[src/verilog/dmas_map.svh]
`ifndef DMAS_MAP_SVH
`define DMAS_MAP_SVH
// register offsets on the plain register port
`define DMAS_ADDR_W          8
`define DMAS_OFF_CFG         8'h00
`define DMAS_OFF_MODE        8'h04
`define DMAS_OFF_CTRLW       8'h08
`define DMAS_OFF_STATW       8'h0c
`define DMAS_OFF_ACTIVE      8'h10
`define DMAS_OFF_IRQ_STAT    8'h14
`define DMAS_OFF_IRQ_MASK    8'h18
`define DMAS_OFF_SETUP       8'h1c
`define DMAS_OFF_TRIG        8'h20
// startup configuration fields and reset values
`define DMAS_CFG_PROG_BIT    0
`define DMAS_CFG_SW_BIT      1
`define DMAS_CFG_RST         2'h2
// trigger register fields
`define DMAS_TRIG_RESTART    0
`define DMAS_TRIG_STOP       1
// operating-mode value selecting auto setup
`define DMAS_MODE_AUTOSETUP  8'hfe
// controlword and statusword bits
`define DMAS_CW_START_BIT    4
`define DMAS_CW_ENABLE       4'hf
`define DMAS_SW_OPEN_BIT     2
`define DMAS_SW_IDX_BIT      10
`define DMAS_SW_DONE_BIT     12
// storage categories used after a good setup
`define DMAS_STORE_DRIVE     8'h05
`define DMAS_STORE_TUNE      8'h06
// speeds and offsets of the special drive modes
`define DMAS_RPM_TEST        16'h001e
`define DMAS_RPM_MAX_HI      16'h03e8
`define DMAS_RPM_MAX_LO      16'h0064
`define DMAS_JOY_OFFSET_MV   16'h1388
// interrupt bits
`define DMAS_IRQ_DONE        0
`define DMAS_IRQ_FAIL        1
`define DMAS_IRQ_RESTART     2
`define DMAS_IRQ_W           3
`endif

[src/verilog/dmas_pkg.sv]
package dmas_pkg;
   // startup sequence, gray coded along the path
   typedef enum logic [2:0] {
      ST_RESET  = 3'h0,
      ST_CONFIG = 3'h1,
      ST_SWITCH = 3'h3,
      ST_PROG   = 3'h2,
      ST_RUN    = 3'h6
   } dmas_start_type;
   // auto setup sequence
   typedef enum logic [2:0] {
      AS_IDLE  = 3'h0,
      AS_ISSUE = 3'h1,
      AS_WAIT  = 3'h3,
      AS_STORE = 3'h2,
      AS_DONE  = 3'h6
   } dmas_setup_type;
   // measurement items in run order
   typedef enum logic [2:0] {
      MI_MOTOR = 3'h0,
      MI_RES   = 3'h1,
      MI_IND   = 3'h2,
      MI_FLUX  = 3'h3,
      MI_ENC   = 3'h4,
      MI_ALIGN = 3'h5,
      MI_HALL  = 3'h6
   } dmas_item_type;
   // special drive mode selection
   typedef enum logic [1:0] {
      SM_NONE   = 2'h0,
      SM_CLKDIR = 2'h1,
      SM_TEST   = 2'h2,
      SM_ANALOG = 2'h3
   } dmas_smode_type;
   // drive settings latched at restart
   typedef struct packed {
      dmas_smode_type smode;
      logic           closed_loop;
      logic           test_ccw;
      logic           joystick;
      logic [15:0]    max_rpm;
   } dmas_drive_type;
   // sensor fit of the motor
   typedef struct packed {
      logic enc;
      logic enc_index;
      logic hall;
   } dmas_sense_type;
endpackage

[src/verilog/dmas_sync2.sv]
`timescale 1ns/10ps
// two-flop synchroniser for slow pin levels
module dmas_sync2 #(
   parameter int W = 1
) (
   input  wire logic         sys_clk,
   input  wire logic         reset_n,
   input  wire logic [W-1:0] async_in,
   output logic      [W-1:0] sync_out
);
   logic [W-1:0] meta_q; // first stage, read only by second

   // two stages, nothing else looks at meta_q
   always_ff @(posedge sys_clk or negedge reset_n) begin
      if (!reset_n) begin
         meta_q   <= '0;
         sync_out <= '0;
      end else begin
         meta_q   <= async_in;
         sync_out <= meta_q;
      end
   end
endmodule // dmas_sync2

[src/verilog/dmas_top.sv]
`timescale 1ns/10ps
`include "dmas_map.svh"
// Behaviour
// - startup config bit starts stored user program
// - trigger restarts device, removed on restart
// - controlword bit 4 starts sequential measurement runs
// - statusword bit 12 set when setup done
// - statusword bit 10 reports index found
// - base items always, encoder items only when encoder and index both fitted, hall when fitted
// - good setup stores drive and tuning categories
// - special mode: power state from enable only
// - digital input four is the enable
// - switch evaluation on by default, config disables
// - switch1 off: clock-direction or 30 rpm test
// - switch1 on: analog speed, direction, max speed
// - switch 4 picks open or closed loop
// - config, then switches, then user program
// - switches and config sampled only at restart
module dmas_top #(
   parameter int SW_N = 4 // rear-panel switch count
) (
   input  wire logic                   sys_clk,
   input  wire logic                   reset_n,
   input  wire logic [`DMAS_ADDR_W-1:0] reg_addr,
   input  wire logic [31:0]            reg_wdata,
   input  wire logic                   reg_wr,
   input  wire logic                   reg_rd,
   output logic      [31:0]            reg_rdata,
   input  wire logic [SW_N-1:0]        switch_pin,
   input  wire logic                   din4_pin,
   input  wire logic                   enc_index_pin,
   input  wire logic [2:0]             sense_pin,
   input  wire logic                   meas_done,
   input  wire logic                   meas_fail,
   output logic                        meas_start,
   output logic      [2:0]             meas_item,
   output logic                        store_req,
   output logic      [7:0]             store_cat,
   output logic                        prog_run,
   output logic                        op_enabled,
   output logic      [1:0]             drive_mode,
   output logic                        closed_loop,
   output logic                        test_ccw,
   output logic                        joystick,
   output logic      [15:0]            speed_rpm,
   output logic      [15:0]            offset_mv,
   output logic                        irq
);
   // refuse widths the decoder cannot serve
   if (SW_N != 4) begin : g_chk
      $error("dmas_top needs exactly four switches");
   end

   // synchronised pins
   logic [SW_N-1:0]      sw_s;       // switches
   logic                 din4_s;     // enable input
   logic                 idx_s;      // encoder index
   dmas_pkg::dmas_sense_type sense_s; // sensor fit

   dmas_sync2 #(.W(SW_N + 5)) u_sync (
      .sys_clk  (sys_clk),
      .reset_n  (reset_n),
      .async_in ({switch_pin, din4_pin, enc_index_pin, sense_pin}),
      .sync_out ({sw_s, din4_s, idx_s, sense_s})
   );

   // software-visible state
   logic [1:0]  cfg_q;        // startup config as written
   logic [7:0]  mode_q;       // operating-mode selection
   logic [15:0] ctrlw_q;      // controlword
   logic        restart_q;    // restart trigger present
   logic [`DMAS_IRQ_W-1:0] irq_stat_q; // sticky events
   logic [`DMAS_IRQ_W-1:0] irq_mask_q; // event enables
   // latched at restart, sensor fit latched at setup start
   logic [1:0]  cfg_act_q;    // active startup config
   dmas_pkg::dmas_drive_type drv_q; // active drive settings
   dmas_pkg::dmas_sense_type sense_q; // sensors seen at setup
   // sequencers
   dmas_pkg::dmas_start_type st_q;
   dmas_pkg::dmas_setup_type as_q;
   dmas_pkg::dmas_item_type  item_q;
   logic        start_prev_q; // controlword bit 4 last cycle
   logic        done_q;       // setup complete flag
   logic        idx_seen_q;   // index pulse seen in setup
   logic        ok_q;         // setup ended without fault
   logic [1:0]  store_n_q;    // store requests sent
   // event pulses
   logic        ev_done;
   logic        ev_fail;
   logic        ev_restart;

   // decode strobes
   logic wr_cfg, wr_mode, wr_ctrlw, wr_stat, wr_mask, wr_trig;
   assign wr_cfg   = reg_wr && reg_addr == `DMAS_OFF_CFG;
   assign wr_mode  = reg_wr && reg_addr == `DMAS_OFF_MODE;
   assign wr_ctrlw = reg_wr && reg_addr == `DMAS_OFF_CTRLW;
   assign wr_stat  = reg_wr && reg_addr == `DMAS_OFF_IRQ_STAT;
   assign wr_mask  = reg_wr && reg_addr == `DMAS_OFF_IRQ_MASK;
   assign wr_trig  = reg_wr && reg_addr == `DMAS_OFF_TRIG;

   // special mode active after switch decode
   logic special;
   assign special = drv_q.smode != dmas_pkg::SM_NONE;

   // power state: enable pin in special modes, else controlword
   logic op_en_d;
   always_comb begin
      if (special) begin
         op_en_d = din4_s;
      end else begin
         op_en_d = ctrlw_q[3:0] == `DMAS_CW_ENABLE;
      end
   end

   // start request: rising bit 4 in auto setup mode, enabled
   logic start_req;
   assign start_req = ctrlw_q[`DMAS_CW_START_BIT] && !start_prev_q
                      && mode_q == `DMAS_MODE_AUTOSETUP
                      && op_enabled
                      && !prog_run
                      && !special && st_q == dmas_pkg::ST_RUN;

   // next measurement item, skipping absent sensors
   function automatic dmas_pkg::dmas_item_type next_item(
      input dmas_pkg::dmas_item_type cur,
      input dmas_pkg::dmas_sense_type s
   );
      dmas_pkg::dmas_item_type n;
      n = dmas_pkg::MI_MOTOR;
      case (cur)
         dmas_pkg::MI_MOTOR: n = dmas_pkg::MI_RES;
         dmas_pkg::MI_RES:   n = dmas_pkg::MI_IND;
         dmas_pkg::MI_IND:   n = dmas_pkg::MI_FLUX;
         dmas_pkg::MI_FLUX:  n = (s.enc && s.enc_index) ? dmas_pkg::MI_ENC :
                                 (s.hall ? dmas_pkg::MI_HALL : dmas_pkg::MI_MOTOR);
         dmas_pkg::MI_ENC:   n = dmas_pkg::MI_ALIGN;
         dmas_pkg::MI_ALIGN: n = s.hall ? dmas_pkg::MI_HALL : dmas_pkg::MI_MOTOR;
         default:            n = dmas_pkg::MI_MOTOR;
      endcase
      return n;
   endfunction

   // software registers: config, mode, controlword
   always_ff @(posedge sys_clk or negedge reset_n) begin
      if (!reset_n) begin
         cfg_q   <= `DMAS_CFG_RST;
         mode_q  <= 8'h00;
         ctrlw_q <= 16'h0000;
      end else begin
         if (wr_cfg) begin
            cfg_q <= reg_wdata[1:0];
         end
         if (wr_mode) begin
            mode_q <= reg_wdata[7:0];
         end
         if (wr_ctrlw) begin
            ctrlw_q <= reg_wdata[15:0];
         end
      end
   end

   // restart trigger: placed by software, removed on restart
   always_ff @(posedge sys_clk or negedge reset_n) begin
      if (!reset_n) begin
         restart_q <= 1'b0;
      end else if (wr_trig && reg_wdata[`DMAS_TRIG_RESTART]) begin
         restart_q <= 1'b1;
      end else if (st_q == dmas_pkg::ST_CONFIG) begin
         restart_q <= 1'b0;
      end
   end

   // startup sequencer: config, switches, program, run
   always_ff @(posedge sys_clk or negedge reset_n) begin
      if (!reset_n) begin
         st_q <= dmas_pkg::ST_RESET;
      end else begin
         case (st_q)
            dmas_pkg::ST_RESET:  st_q <= dmas_pkg::ST_CONFIG;
            dmas_pkg::ST_CONFIG: st_q <= dmas_pkg::ST_SWITCH;
            dmas_pkg::ST_SWITCH: st_q <= dmas_pkg::ST_PROG;
            dmas_pkg::ST_PROG:   st_q <= dmas_pkg::ST_RUN;
            dmas_pkg::ST_RUN: begin
               if (restart_q) begin
                  st_q <= dmas_pkg::ST_RESET;
               end
            end
            default: st_q <= dmas_pkg::ST_RESET;
         endcase
      end
   end

   // latch startup config only while restarting
   always_ff @(posedge sys_clk or negedge reset_n) begin
      if (!reset_n) begin
         cfg_act_q <= `DMAS_CFG_RST;
      end else if (st_q == dmas_pkg::ST_CONFIG) begin
         cfg_act_q <= cfg_q;
      end
   end

   // decode switches once per restart
   always_ff @(posedge sys_clk or negedge reset_n) begin
      if (!reset_n) begin
         drv_q <= '0;
      end else if (st_q == dmas_pkg::ST_SWITCH) begin
         if (!cfg_act_q[`DMAS_CFG_SW_BIT]) begin
            drv_q <= '0;
         end else begin
            drv_q.closed_loop <= sw_s[3];
            drv_q.test_ccw    <= !sw_s[0] && sw_s[1] && sw_s[2];
            drv_q.joystick    <= sw_s[0] && sw_s[1];
            if (sw_s[0]) begin
               drv_q.smode   <= dmas_pkg::SM_ANALOG;
               drv_q.max_rpm <= sw_s[2] ? `DMAS_RPM_MAX_LO : `DMAS_RPM_MAX_HI;
            end else if (sw_s[1]) begin
               drv_q.smode   <= dmas_pkg::SM_TEST;
               drv_q.max_rpm <= `DMAS_RPM_TEST;
            end else begin
               drv_q.smode   <= dmas_pkg::SM_CLKDIR;
               drv_q.max_rpm <= 16'h0000;
            end
         end
      end
   end

   // user program: started last in startup, stoppable by host
   always_ff @(posedge sys_clk or negedge reset_n) begin
      if (!reset_n) begin
         prog_run <= 1'b0;
      end else if (st_q == dmas_pkg::ST_CONFIG) begin
         prog_run <= 1'b0;
      end else if (st_q == dmas_pkg::ST_PROG) begin
         prog_run <= cfg_act_q[`DMAS_CFG_PROG_BIT];
      end else if (wr_trig && reg_wdata[`DMAS_TRIG_STOP]) begin
         prog_run <= 1'b0;
      end
   end

   // drive outputs follow the latched settings
   always_ff @(posedge sys_clk or negedge reset_n) begin
      if (!reset_n) begin
         op_enabled  <= 1'b0;
         drive_mode  <= 2'h0;
         closed_loop <= 1'b0;
         test_ccw    <= 1'b0;
         joystick    <= 1'b0;
         speed_rpm   <= 16'h0000;
         offset_mv   <= 16'h0000;
      end else begin
         op_enabled  <= (st_q == dmas_pkg::ST_RUN) && op_en_d;
         drive_mode  <= drv_q.smode;
         closed_loop <= drv_q.closed_loop;
         test_ccw    <= drv_q.test_ccw;
         joystick    <= drv_q.joystick;
         speed_rpm   <= drv_q.max_rpm;
         offset_mv   <= drv_q.joystick ? `DMAS_JOY_OFFSET_MV : 16'h0000;
      end
   end

   // auto setup sequencer
   always_ff @(posedge sys_clk or negedge reset_n) begin
      if (!reset_n) begin
         as_q       <= dmas_pkg::AS_IDLE;
         item_q     <= dmas_pkg::MI_MOTOR;
         sense_q    <= '0;
         ok_q       <= 1'b0;
         store_n_q  <= 2'h0;
      end else begin
         case (as_q)
            dmas_pkg::AS_IDLE, dmas_pkg::AS_DONE: begin
               if (start_req) begin
                  as_q    <= dmas_pkg::AS_ISSUE;
                  item_q  <= dmas_pkg::MI_MOTOR;
                  sense_q <= sense_s;
                  ok_q    <= 1'b0;
               end
            end
            dmas_pkg::AS_ISSUE: as_q <= dmas_pkg::AS_WAIT;
            dmas_pkg::AS_WAIT: begin
               if (meas_fail) begin
                  as_q <= dmas_pkg::AS_DONE;                  // no store on fault
               end else if (meas_done) begin
                  if (next_item(item_q, sense_q) == dmas_pkg::MI_MOTOR) begin
                     as_q      <= dmas_pkg::AS_STORE;
                     ok_q      <= 1'b1;
                     store_n_q <= 2'h0;
                  end else begin
                     item_q <= next_item(item_q, sense_q);
                     as_q   <= dmas_pkg::AS_ISSUE;
                  end
               end
            end
            dmas_pkg::AS_STORE: begin
               store_n_q <= store_n_q + 2'h1;
               if (store_n_q == 2'h1) begin
                  as_q <= dmas_pkg::AS_DONE;
               end
            end
            default: as_q <= dmas_pkg::AS_IDLE;
         endcase
      end
   end

   // measurement and storage strobes
   always_ff @(posedge sys_clk or negedge reset_n) begin
      if (!reset_n) begin
         meas_start <= 1'b0;
         meas_item  <= 3'h0;
         store_req  <= 1'b0;
         store_cat  <= 8'h00;
      end else begin
         meas_start <= as_q == dmas_pkg::AS_ISSUE;
         meas_item  <= item_q;
         store_req  <= as_q == dmas_pkg::AS_STORE;
         store_cat  <= (store_n_q == 2'h0) ? `DMAS_STORE_DRIVE : `DMAS_STORE_TUNE;
      end
   end

   // done and index flags for the statusword
   always_ff @(posedge sys_clk or negedge reset_n) begin
      if (!reset_n) begin
         done_q       <= 1'b0;
         idx_seen_q   <= 1'b0;
         start_prev_q <= 1'b0;
      end else begin
         start_prev_q <= ctrlw_q[`DMAS_CW_START_BIT];
         if (start_req) begin
            done_q     <= 1'b0;
            idx_seen_q <= 1'b0;
         end else begin
            if (as_q != dmas_pkg::AS_DONE && as_q != dmas_pkg::AS_IDLE
                && idx_s) begin
               idx_seen_q <= 1'b1;
            end
            if (as_q == dmas_pkg::AS_STORE && store_n_q == 2'h1) begin
               done_q <= 1'b1;
            end else if (as_q == dmas_pkg::AS_WAIT && meas_fail) begin
               done_q <= 1'b1;
            end
         end
      end
   end

   // event pulses
   assign ev_done    = as_q == dmas_pkg::AS_STORE && store_n_q == 2'h1;
   assign ev_fail    = as_q == dmas_pkg::AS_WAIT && meas_fail;
   assign ev_restart = st_q == dmas_pkg::ST_PROG;

   // sticky events, write one to clear, set wins
   always_ff @(posedge sys_clk or negedge reset_n) begin
      if (!reset_n) begin
         irq_stat_q <= '0;
         irq_mask_q <= '0;
         irq        <= 1'b0;
      end else begin
         irq_stat_q <= (irq_stat_q & ~(wr_stat ? reg_wdata[`DMAS_IRQ_W-1:0] : '0))
                       | {ev_restart, ev_fail, ev_done};
         if (wr_mask) begin
            irq_mask_q <= reg_wdata[`DMAS_IRQ_W-1:0];
         end
         irq <= |(irq_stat_q & irq_mask_q);
      end
   end

   // read mux, data valid in the cycle after the strobe
   always_ff @(posedge sys_clk or negedge reset_n) begin
      if (!reset_n) begin
         reg_rdata <= 32'h0000_0000;
      end else if (reg_rd) begin
         case (reg_addr)
            `DMAS_OFF_CFG:      reg_rdata <= {30'h0, cfg_q};
            `DMAS_OFF_MODE:     reg_rdata <= {24'h0, mode_q};
            `DMAS_OFF_CTRLW:    reg_rdata <= {16'h0, ctrlw_q};
            `DMAS_OFF_STATW:    reg_rdata <= {19'h0, done_q, 1'b0, idx_seen_q,
                                              7'h0, op_enabled, 2'h0};
            `DMAS_OFF_ACTIVE:   reg_rdata <= {drv_q.max_rpm, 8'h0, prog_run,
                                              cfg_act_q[1], drv_q.joystick,
                                              drv_q.test_ccw, drv_q.closed_loop,
                                              1'b0, drv_q.smode};
            `DMAS_OFF_IRQ_STAT: reg_rdata <= {29'h0, irq_stat_q};
            `DMAS_OFF_IRQ_MASK: reg_rdata <= {29'h0, irq_mask_q};
            `DMAS_OFF_SETUP:    reg_rdata <= {22'h0, ok_q, sense_q, as_q, item_q};
            `DMAS_OFF_TRIG:     reg_rdata <= {31'h0, restart_q};
            default:            reg_rdata <= 32'h0000_0000;
         endcase
      end else begin
         reg_rdata <= 32'h0000_0000;
      end
   end
endmodule // dmas_top
[config.mk]
export PLATFORM = sky130hd
export DESIGN_NAME = dmas_top
export DESIGN_NICKNAME = d
export VERILOG_FILES = /design/src/verilog/dmas_pkg.sv /design/src/verilog/dmas_sync2.sv /design/src/verilog/dmas_top.sv
export VERILOG_INCLUDE_DIRS = /design/src /design/src/verilog
export SDC_FILE = /design/constraint.sdc
export NUM_CORES = 1
export LEC_CHECK = 0
export ABC_AREA = 1
export BUFFER_PORTS_ARGS = -buffer_cell sky130_fd_sc_hd__buf_2
export CORE_MARGIN = 2
export CORE_UTILIZATION = 48
export CTS_CLUSTER_SIZE = 24
export DETAILED_ROUTE_END_ITERATION = 7
export GPL_ROUTABILITY_DRIVEN = 0
export MAX_ROUTING_LAYER = met4
export PLACE_DENSITY = 0.74
export SYNTH_ARGS = -nofsm -noshare
export SYNTH_HDL_FRONTEND = slang
export SYNTH_SLANG_ARGS = --single-unit
[constraint.sdc]
create_clock -name sys_clk -period 1.7 [get_ports sys_clk]
set_clock_uncertainty 0.15 [all_clocks]
set_input_delay 0.34 -clock sys_clk [delete_from_list [all_inputs] [get_ports sys_clk]]
set_output_delay 0.34 -clock sys_clk [all_outputs]
set_load 0.005 [all_outputs]
==> Word level (Yosys, flattened, before mapping) <==
Cells that the tools add are included.
{ "word_totals": {"regBits": 169, "word_cells": 175, "in_bits": 55} }
{ "op_classes": {"bitwise": 4, "n_eq_ne": 33, "mux": 50, "n_reduce_logical": 48, "add_sub_neg": 1} }
{ "ops": {"columns": ["cell", "n"], "rows": [
  ["32-bit one-hot mux with 9 select lines", 1],
  ["3-bit two-way mux", 15],
  ["8-bit by 5-bit equality test with 1-bit output (second input constant)", 4],
  ["32-bit two-way mux", 1],
  ["1-bit logical AND", 23],
  ["21-bit two-way mux", 1],
  ["10-bit two-way mux", 2],
  ["3-bit by 2-bit equality test with 1-bit output (second input constant)", 6],
  ["3-bit one-hot mux with 6 select lines", 1],
  ["8-bit by 4-bit equality test with 1-bit output (second input constant)", 2],
  ["1-bit two-way mux", 15],
  ["3-bit one-hot mux with 5 select lines", 1],
  ["2-bit two-way mux", 7],
  ["2-bit inequality test (second input constant)", 7],
  ["13-bit two-way mux", 1],
  ["3-bit equality test (second input constant)", 4],
  ["3-bit logical NOT", 4],
  ["3-bit one-hot mux with 4 select lines", 1],
  ["5-bit AND reduction", 2],
  ["2-bit nonzero test", 5],
  ["3-bit by 1-bit equality test with 1-bit output (second input constant)", 3],
  ["3-bit nonzero test", 3],
  ["8-bit by 3-bit equality test with 1-bit output (second input constant)", 1],
  ["8-bit by 6-bit equality test with 1-bit output (second input constant)", 1],
  ["20 further kinds", 25]
]} }

==> Logic depth before layout (Yosys ltp) <==
Gate-level depths: netlist (run 1).
{ "logic_depth": {"ltp_word": 11, "ltp_mapped": 11, "mapped_depth_nobuf": 11} }

==> Hierarchy <==
From an unflattened synthesis (run 1), not the netlist that was laid out.
{ "hier_totals": {"cells_unflattened": 558, "area_unflattened_um2": 5197.5} }
{ "by_module_without_submodules": {"columns": ["mod", "area_per_inst_um2", "n_inst", "cells_per_inst"], "rows": [
  ["dmas_top", 4747.1, 1, 540],
  ["dmas_sync2", 450.4, 1, 18]
]} }

==> Least setup slack after synthesis (run 1) <==
No wires, ideal clock.
{ "synth_timing": {"path_kind": "input -> register", "from": "in reg_addr[1]", "to": "reg ctrlw_q[11]", "cell_stages": 8, "setup_ps": 125, "arrival_time_ps": 1345, "slack_ps": 80, "t_required_ps": 1425, "path_cell_list": "nor2_2 nand2_1 nor2_4 nand2_4 clkinv_2 nand2_4 buf_6 mux2_4"} }
{ "synth_via": {"elab_chain_len": 2} }
{ "synth_rtl": {"columns": ["element", "line_no", "text"], "rows": [
  ["start: declaration", "dmas_top.sv:24", "input wire logic [`DMAS_ADDR_W-1:0] reg_addr,"],
  ["8-bit by 4-bit equality test with 1-bit output", null, null],
  ["1-bit logical AND (no source line)", null, null],
  ["end signal: assignment", "dmas_top.sv:157", "ctrlw_q <= reg_wdata[15:0];"],
  ["end: declaration", "dmas_top.sv:70", "logic [15:0] ctrlw_q;"]
]} }
No other way between the ends.
A chain may end at the register's enable or synchronous reset.

==> Final worst setup path (run 1) <==
{ "layout_timing": {"from": "reg st_q[0]", "to": "reg ok_q"} }
{ "layout_via": {"elab_chain_len": 4} }
{ "layout_rtl": {"columns": ["element", "line_no", "text"], "rows": [
  ["start: declaration", "dmas_top.sv:79", "dmas_pkg::dmas_start_type st_q;"],
  ["start signal: assignment", "dmas_top.sv:176", "st_q <= dmas_pkg::ST_RESET;"],
  ["start signal: assignment", "dmas_top.sv:179", "dmas_pkg::ST_RESET: st_q <= dmas_pkg::ST_CONFIG;"],
  ["start signal: assignment", "dmas_top.sv:180", "dmas_pkg::ST_CONFIG: st_q <= dmas_pkg::ST_SWITCH;"],
  ["3-bit equality test", "dmas_top.sv:121", "&& !special && st_q == dmas_pkg::ST_RUN;"],
  ["1-bit logical AND", "dmas_top.sv:117", "assign start_req = ctrlw_q[`DMAS_CW_START_BIT] && !start_prev_q"],
  ["2-bit inequality test (no source line)", null, null],
  ["5-bit AND reduction (no source line)", null, null],
  ["end signal: assignment", "dmas_top.sv:267", "ok_q <= 1'b0;"],
  ["end signal: assignment", "dmas_top.sv:276", "ok_q <= 1'b0;"],
  ["end signal: assignment", "dmas_top.sv:286", "ok_q <= 1'b1;"],
  ["end: declaration", "dmas_top.sv:85", "logic ok_q;"]
]} }
No other way between the ends.

==> impl_metrics.ini, run 1 <==
[floorplanning]
rows = 38
core_mm2 = 0.0108
start_util = 0.489
io_pins = 140
die_w_um = 109
design.die.area_mm2 = 0.0118
die_h_um = 109

[worst_setup_path]
rrSetupSlack_ns = 0.05
crit_arrival_ns = 1.90
reg2reg_to = ok_q
critPathKind = flip-flop to flip-flop
rr_startpoint = st_q[0]
crit_end = ok_q
startpoint_type = flip-flop
rr_worst_depth = 9
cp_max_fo = 5
worstSetupStartpoint = st_q[0]
critPathCaptureType = flip-flop
critPathRequiredTime_ns = 1.95

[clock_network]
cts_root_buf = clkbuf_8
cts.clk_slew.worst_paths_ns = 0.06
clockBufferDepth = 2
htreeDepth = 4
cts_made_buffers = 17
clk_latency_ns = 0.52
cts.sink_count = 123
cts_tree = built

[power]
powerDensity_mw_per_mm2 = 1090
max-vdd-ir-drop_v = 0.000519
combPwrFrac = 0.107
power.leakage_nw = 3.65
p_sw_mw = 1.77
p_seq_frac = 0.429
sw_frac_of_total = 0.234
internal_power_mw = 5.79
p_clk_frac = 0.464

[yosys]
synth_edf_count = 0
synth-warning-count = 0
synth_top_area_cell = dfrtp_1
async_flop_share = 1.00
synth-seq-cells = 123
synthDominantCellAreaShare = 0.574
synth_area_mm2 = 0.00527
synth.avg_cell_area_um2 = 9.30
ys.flop_type = dfrtp_1
synth_cells = 567
ys_seq_area_frac = 0.584
synthTopCellsByArea = dfrtp_1 (57%), nand2_1 (9.4%), buf_4 (6.1%)
synth_cell_types = 34

[routing]
totalWireLength_um = 12300
ant_nets = 0
drtPass1Iterations = 8
routedWlPerCell_um = 14.1
drt_iter0_markers = 299
vias_per_cell = 4.90
vias = 4282
drc = 6

[global_routing]
grt_pass1_vias = 4204
grt_pass1_wl_um = 19900
antenna_found_initial = 0
grt.total_usage = 0.227
grt-ovfl-total = 0
grt_max_degree = 45

[timing]
period_share = 0.970
rsz0062_at_grt = yes
slew_viol_final = 0
finalSetupViolCount = 0
report.final.hold_viol_count = 0
layout_min_cycle_time_ns = 1.65
fmax_mhz = 606
hold_ws_ns = 0.0251

[placed_design]
dp_hpwl_um = 8680
port_buffers = 93
dpl_cell_area_mm2 = 0.00598

[finish]
finalNetCount = 780
diodes = 0
syn_to_final_growth_pct = 31.1
drive_gt1_frac = 0.275
fin_area_mm2 = 0.00691

[outcome]
status = finished with violations
violations = DRC

[worst_hold_path]
hp-class = input port to flip-flop

[run]
max_cap_viol_count = 0
==> through the flow <==
stage / setup TNS [ns] / utilization / worst slack (ns) / total power, mW / cells
finish: 0 / 0.640 / 0.0508 / 7.56 / 874
global placement: -1.02 / 0.554 / -0.0557 / 3.93 / 815
global route: -0.0535 / 0.640 / -0.0242 / 7.85 / 874
CTS: -0.00123 / 0.632 / -0.00123 / 7.53 / 871
floorplan: 0 / - / 0.0796 / 3.62 / 596
detailed placement: -2.20 / 0.554 / -0.120 / 3.97 / 815
==> sequential cells by signal, summed over array words and instances (netlist names), 2 cells and up <==
name / cells
st_q: 3
drive_mode: 2
drv_q: 10
as_q: 3
store_cat: 3
store_n_q: 2
sense_q: 3
u_sync.meta_q: 9
reg_rdata: 21
meas_item: 3
irq_stat_q: 3
speed_rpm: 5
cfg_q: 2
item_q: 3
cfg_act_q: 2
ctrlw_q: 16
u_sync.sync_out: 9
irq_mask_q: 3
mode_q: 8
==> metal layers <==
metal	global-route usage	vias up	routed length [µm]
met3	0.0484	29	678
li1	-	2053	-
met4	0.104	0	263
met1	0.269	2047	5010
met2	0.374	153	6350
met5	-	-	0
==> Yosys cell counts (all sizes together), types with 3 or more instances <==
library cell / number
dfrtp: 121
nand3: 33
a21oi: 10
clkbuf: 3
o22ai: 3
nand2: 137
mux2: 8
nand4: 10
inv: 59
o21ai: 55
buf: 46
nor2: 58
nor3: 6
==> worst max-delay path: stages, from the launching register on <==
cell     delay [ns]
dfrtp_1        0.40
inv_2          0.11
nand3_4        0.11
nor2_1         0.14
nand3_2        0.11
a21oi_2        0.17
buf_4          0.14
nand2_1        0.06
nand2_1        0.07
nand2_1        0.06
==> layout make-up <==
cell class                      instances  area (µm²)
Fill cell                             840        3880
Sequential cell                       123        3090
Clock buffer                           22         463
Clock inverter                          8         118
Multi-Input combinational cell        363        1780
Tap cell                              140         175
Timing Repair Buffer                  157        1060
Inverter                               61         230
==> how the worst min path moves through the flow <==
stage / startpoint / endpoint / slack, ns / depth (start not counted)
floorplan: reset_n / as_q[0] / -0.11 / 0
global placement: reset_n / reg_rdata[22] / 0.12 / 1
detailed placement: reset_n / reg_rdata[22] / 0.13 / 1
CTS: reg_wdata[2] / mode_q[2] / 0.02 / 3
global route: reg_wr / cfg_q[1] / 0.07 / 3
finish: reg_wdata[2] / mode_q[2] / 0.03 / 3
==> power by group through the flow <==
stage / logic [mW] / clock network (mW) / registers (mW)
6_report: 0.811 / 3.51 / 3.24
5_1_grt: 0.895 / 3.69 / 3.27
4_1_cts: 0.758 / 3.54 / 3.23
3_5_place_dp: 0.690 / 0 / 3.27
3_3_place_gp: 0.670 / 0 / 3.26
2_1_floorplan: 0.354 / 0 / 3.26
==> kinds of logic after synthesis <==
group,Yosys count,share of synthesized area
simple gates,247,0.201
flops,123,0.584
buf+inv,110,0.112
compound gates,75,0.0759
mux,8,0.0199
fa+ha+maj,2,0.00475
other cells,2,0.00142
==> what timing repair did <==
item / 4_1_cts / 5_1_grt
endpoints found under the setup margin: 5 / 15
gates resized for setup: 2 / 23
gates cloned: 0 / 0
hold endpoints to repair: 157 / 0
hold buffers: 26 / 0
buffers inserted: 0 / 3
pin swaps: 0 / 6
==> placed cells by master (no fill, tap or decap), drive strengths merged, types with 3 or more instances in the layout <==
cell type | Yosys | layout
bufinv | 0 | 3
dfrtp | 121 | 121
nand3 | 33 | 33
clkinv | 2 | 6
dlygate4sd3 | 0 | 26
nand2 | 137 | 137
nor3 | 6 | 6
clkbuf | 3 | 22
buf | 46 | 131
inv | 59 | 59
conb | 2 | 31
nor2 | 58 | 58
o22ai | 3 | 3
a21oi | 10 | 10
mux2 | 8 | 8
o21ai | 55 | 55
nand4 | 10 | 10
Note: power is estimated with default switching activity, not from simulation.
==> run 2, diff against run 1 <==
Settings changed: REMOVE_ABC_BUFFERS from default to 1.
==> impl_metrics.ini, run 2 (synthesis results as in run 1) <==
[worst_setup_path]
crit_family = flip-flops
critPathCaptureType = primary output
cp_max_fo = 4
critPathKind = flip-flop to primary output
critical-path-slowest-cell = dfrtp_1
startpoint_type = flip-flop
critPathRequiredTime_ns = 1.21
path_cells = buf_2
crit_arrival_ns = 1.13
max_stage_delay_ns = 0.44
cp_num_buf_inv = 1

[global_routing]
grt.total_usage = 0.227
grt-ovfl-total = 0
grt_max_degree = 32
grt_pass1_wl_um = 19600
grt_pass1_vias = 4105
antenna_found_initial = 0

[power]
power.leakage_nw = 3.67
sw_frac_of_total = 0.236
internal_power_mw = 5.70
power.total_mw = 7.47
p_seq_frac = 0.434
max-vdd-ir-drop_v = 0.000654
p_sw_mw = 1.76
p_clk_frac = 0.460
combPwrFrac = 0.106
powerDensity_mw_per_mm2 = 1080

[floorplanning]
start_util = 0.489
die_w_um = 109
die_h_um = 109
rows = 38
core_mm2 = 0.0108
design.die.area_mm2 = 0.0118
io_pins = 140

[routing]
routedWlPerCell_um = 14.0
totalWireLength_um = 12300
vias_per_cell = 4.94
vias = 4349
drtPass1Iterations = 5
drt_iter0_markers = 271
drc = 0
ant_nets = 0

[timing]
period_share = 0.954
tns_ns = 0
report.final.hold_viol_count = 0
slew_viol_final = 0
fmax_mhz = 617
finalSetupViolCount = 0
layout_min_cycle_time_ns = 1.62

[finish]
largest_register_ffs = 21
syn_to_final_growth_pct = 31.7
diodes = 0
drive_gt1_frac = 0.275
finalNetCount = 785
regMostFlops = reg_rdata
top_regs = reg_rdata: 21 flops, ctrlw_q: 16 flops, drv_q: 10 flops
layout_commonest_cell = nand2_1
fillers = 877
final_cell_mix = nand2_1 (132), dfrtp_1 (117), buf_2 (92)

[placed_design]
port_buffers = 93
dp_hpwl_um = 8780

[run]
max_cap_viol_count = 0

[clock_network]
cts_tree = built
cts.clk_slew.worst_paths_ns = 0.06
cts.sink_count = 123
cts_root_buf = clkbuf_8
clk_latency_ns = 0.53
cts_made_buffers = 17
clockBufferDepth = 2
htreeDepth = 4

[worst_hold_path]
hp-class = input port to flip-flop

[outcome]
status = finished, final reports clean
[run 2: layout make-up]
cell class	instances	area, µm²	share of cell area
Timing Repair Buffer	162	1120	0.161
Tap cell	140	175	0.0252
Clock inverter	7	87.6	0.0126
Sequential cell	123	3090	0.444
Multi-Input combinational cell	363	1760	0.254
Inverter	61	230	0.0332
Clock buffer	25	484	0.0698
[run 2: routing by layer]
metal | vias to the layer above | track usage | share of wire
met5 | - | - | 0
met4 | 0 | 0.0668 | 0.021
met3 | 28 | 0.0622 | 0.062
met2 | 153 | 0.358 | 0.50
met1 | 2098 | 0.288 | 0.42
li1 | 2070 | - | -
[run 2: worst register-to-register path: cells and delay by family, from the launching register on]
kind                   cells  cell delay [ns]
AO/OA/AOI/OAI              1             0.22
buffers and inverters      2             0.26
flip-flops                 1             0.39
AND/OR/NAND/NOR            5             0.54
[run 2: power by group through the flow]
stage	Sequential, mW	Clock (mW)	Combinational [mW]
floorplan	3.28	0	0.254
global placement	3.27	0	0.713
detailed placement	3.28	0	0.739
CTS	3.23	3.48	0.782
global route	3.26	3.61	0.891
finish	3.24	3.44	0.791
[run 2: timing repair]
item                                   in CTS  in global routing
setup endpoints to repair                   4                  9
endpoints found under the hold margin     158                  0
pin swaps                                   0                  3
setup buffers                               0                  3
hold buffers                               27                  0
gates resized for setup                     1                 18
[run 2: path summary, 6_finish.rpt]
| path | start | end | slack (ns) | cells after the start |
|---|---|---|---|---|
| min in group asynchronous | reset_n | reg_rdata[22] | 0.14 | 2 |
| min | reg_wdata[2] | mode_q[2] | 0.01 | 3 |
| min reg2reg | u_sync.meta_q[8] | u_sync.sync_out[8] | 0.20 | 0 |
| max in group asynchronous | reset_n | mode_q[7] | 0.69 | 3 |
| max reg2reg | st_q[0] | item_q[1] | 0.09 | 8 |
| max | op_enabled | op_enabled | 0.08 | 1 |
[run 2: metrics by stage]
step	hold slack, ns	cell area, µm²	setup slack (ns)	utilization	cells
CTS	0.00662	6860	0.0168	0.636	878
detailed placement	0.134	6030	-0.140	0.558	820
finish	0.0116	6940	0.0783	0.643	881
global route	0.0498	6940	-0.00779	0.643	881
floorplan	-0.106	5020	0.0398	-	547
global placement	0.133	6030	-0.0669	0.558	820
==> run 3, diff against run 2 <==
Settings changed: CTS_CLUSTER_SIZE 24 to 40, RECOVER_POWER from default to 25.
==> impl_metrics.ini, run 3 (synthesis results as in run 1) <==
[worst_setup_path]
critPathRequiredTime_ns = 1.21
startpoint_type = flip-flop
cp_num_buf_inv = 1
cp_max_fo = 4
critical-path-slowest-cell = dfrtp_1
crit_arrival_ns = 1.14
critPathCaptureType = primary output
critPathKind = flip-flop to primary output
path_cells = buf_2
rr_startpoint = st_q[0]
crit_family = flip-flops
worstSetupStartpoint = op_enabled
max_stage_delay_ns = 0.45

[finish]
drive_gt1_frac = 0.273
final_cell_mix = nand2_1 (132), dfrtp_1 (117), buf_2 (91)
diodes = 0
top_regs = reg_rdata: 21 flops, ctrlw_q: 16 flops, drv_q: 10 flops
final_cells = 881
syn_to_final_growth_pct = 31.0
finalNetCount = 785
largest_register_ffs = 21
regMostFlops = reg_rdata
layout_commonest_cell = nand2_1

[floorplanning]
io_pins = 140
die_w_um = 109
design.die.area_mm2 = 0.0118
rows = 38
core_mm2 = 0.0108
start_util = 0.489
die_h_um = 109

[power]
max-vdd-ir-drop_v = 0.000653
powerDensity_mw_per_mm2 = 1080
power.leakage_nw = 3.65

[worst_hold_path]
min-delay-start = reg_wdata[2]
hp-class = input port to flip-flop

[placed_design]
dp_hpwl_um = 8780
port_buffers = 93
dp_cells = 820

[timing]
finalSetupViolCount = 0
slew_viol_final = 0
tns_ns = 0
layout_min_cycle_time_ns = 1.63
tightestPinTransition_ns = 0.649
report.final.hold_viol_count = 0
maxSlewHeadroom = 0.567
fmax_mhz = 614
period_share = 0.959

[clock_network]
cts_root_buf = clkbuf_8
cts.clk_slew.worst_paths_ns = 0.06
clockBufferDepth = 2
cts_tree = built
cts_made_buffers = 17
clk_latency_ns = 0.53
cts.sink_count = 123
htreeDepth = 4

[global_routing]
grt_pass1_vias = 4105
grt-ovfl-total = 0
grt.total_usage = 0.227
grt_max_degree = 32
grt_pass1_wl_um = 19600
antenna_found_initial = 0

[routing]
totalWireLength_um = 12300
vias_per_cell = 4.92
routedWlPerCell_um = 14.0
drtPass1Iterations = 5
drt_iter0_markers = 276
drc = 0
vias = 4331
ant_nets = 0

[outcome]
status = finished, final reports clean

[run]
max_cap_viol_count = 0
==> run 3: cell count changes in the layout (fill, tap and decap cells not counted) <==
cell      delta
clkbuf_4     +3
buf_12       -2
buf_4        -3
clkbuf_1     +2
buf_2        -1
clkbuf_2     +1
==> run 3: power breakdown <==
group	leakage [nW]	switching (mW)	internal, mW
logic	1.76	0.435	0.340
clock network	0.282	1.21	2.23
registers	1.61	0.119	3.12
==> run 3: cell type report <==
cell class,count,area (µm²)
Fill cell,884,3880
Sequential cell,123,3090
Multi-Input combinational cell,363,1760
Timing Repair Buffer,162,1080
Clock buffer,25,484
Inverter,61,230
Tap cell,140,175
Clock inverter,7,87.6
==> run 3: path summary, 6_finish.rpt <==
kind | endpoint | slack [ns] | depth (start not counted)
min in group asynchronous | reg_rdata[22] | 0.23 | 2
hold / removal | mode_q[2] | 0.01 | 3
max in group asynchronous | irq_stat_q[2] | 0.30 | 3
setup / recovery | op_enabled | 0.07 | 1
hold reg to reg | u_sync.sync_out[8] | 0.20 | 0
setup reg to reg | item_q[2] | 0.09 | 8
==> run 3: per-stage QoR <==
step,hold slack [ns],setup WS (ns),util,total power [mW],cell area (µm²)
after floorplan,-0.106,0.0398,-,3.54,5020
after global placement,0.133,-0.0669,0.558,3.98,6030
after detailed placement,0.134,-0.140,0.558,4.02,6030
after CTS,0.00662,0.0168,0.636,7.49,6860
after global routing,0.0498,-0.00779,0.640,7.74,6910
final,0.0104,0.0701,0.640,7.45,6910
==> run 3: repair_timing <==
action,4_1_cts,5_1_grt
hold endpoints to repair,158,0
gates resized for setup,1,18
hold buffers,27,0
pin swaps,0,3
endpoints found under the setup margin,4,9
buffers inserted,0,3
==> run 3: routing by layer <==
layer	part of all wire	up-vias	track usage
li1	-	2076	-
met1	0.42	2078	0.288
met2	0.49	148	0.358
met3	0.061	29	0.0622
met4	0.020	0	0.0668
met5	0	-	-
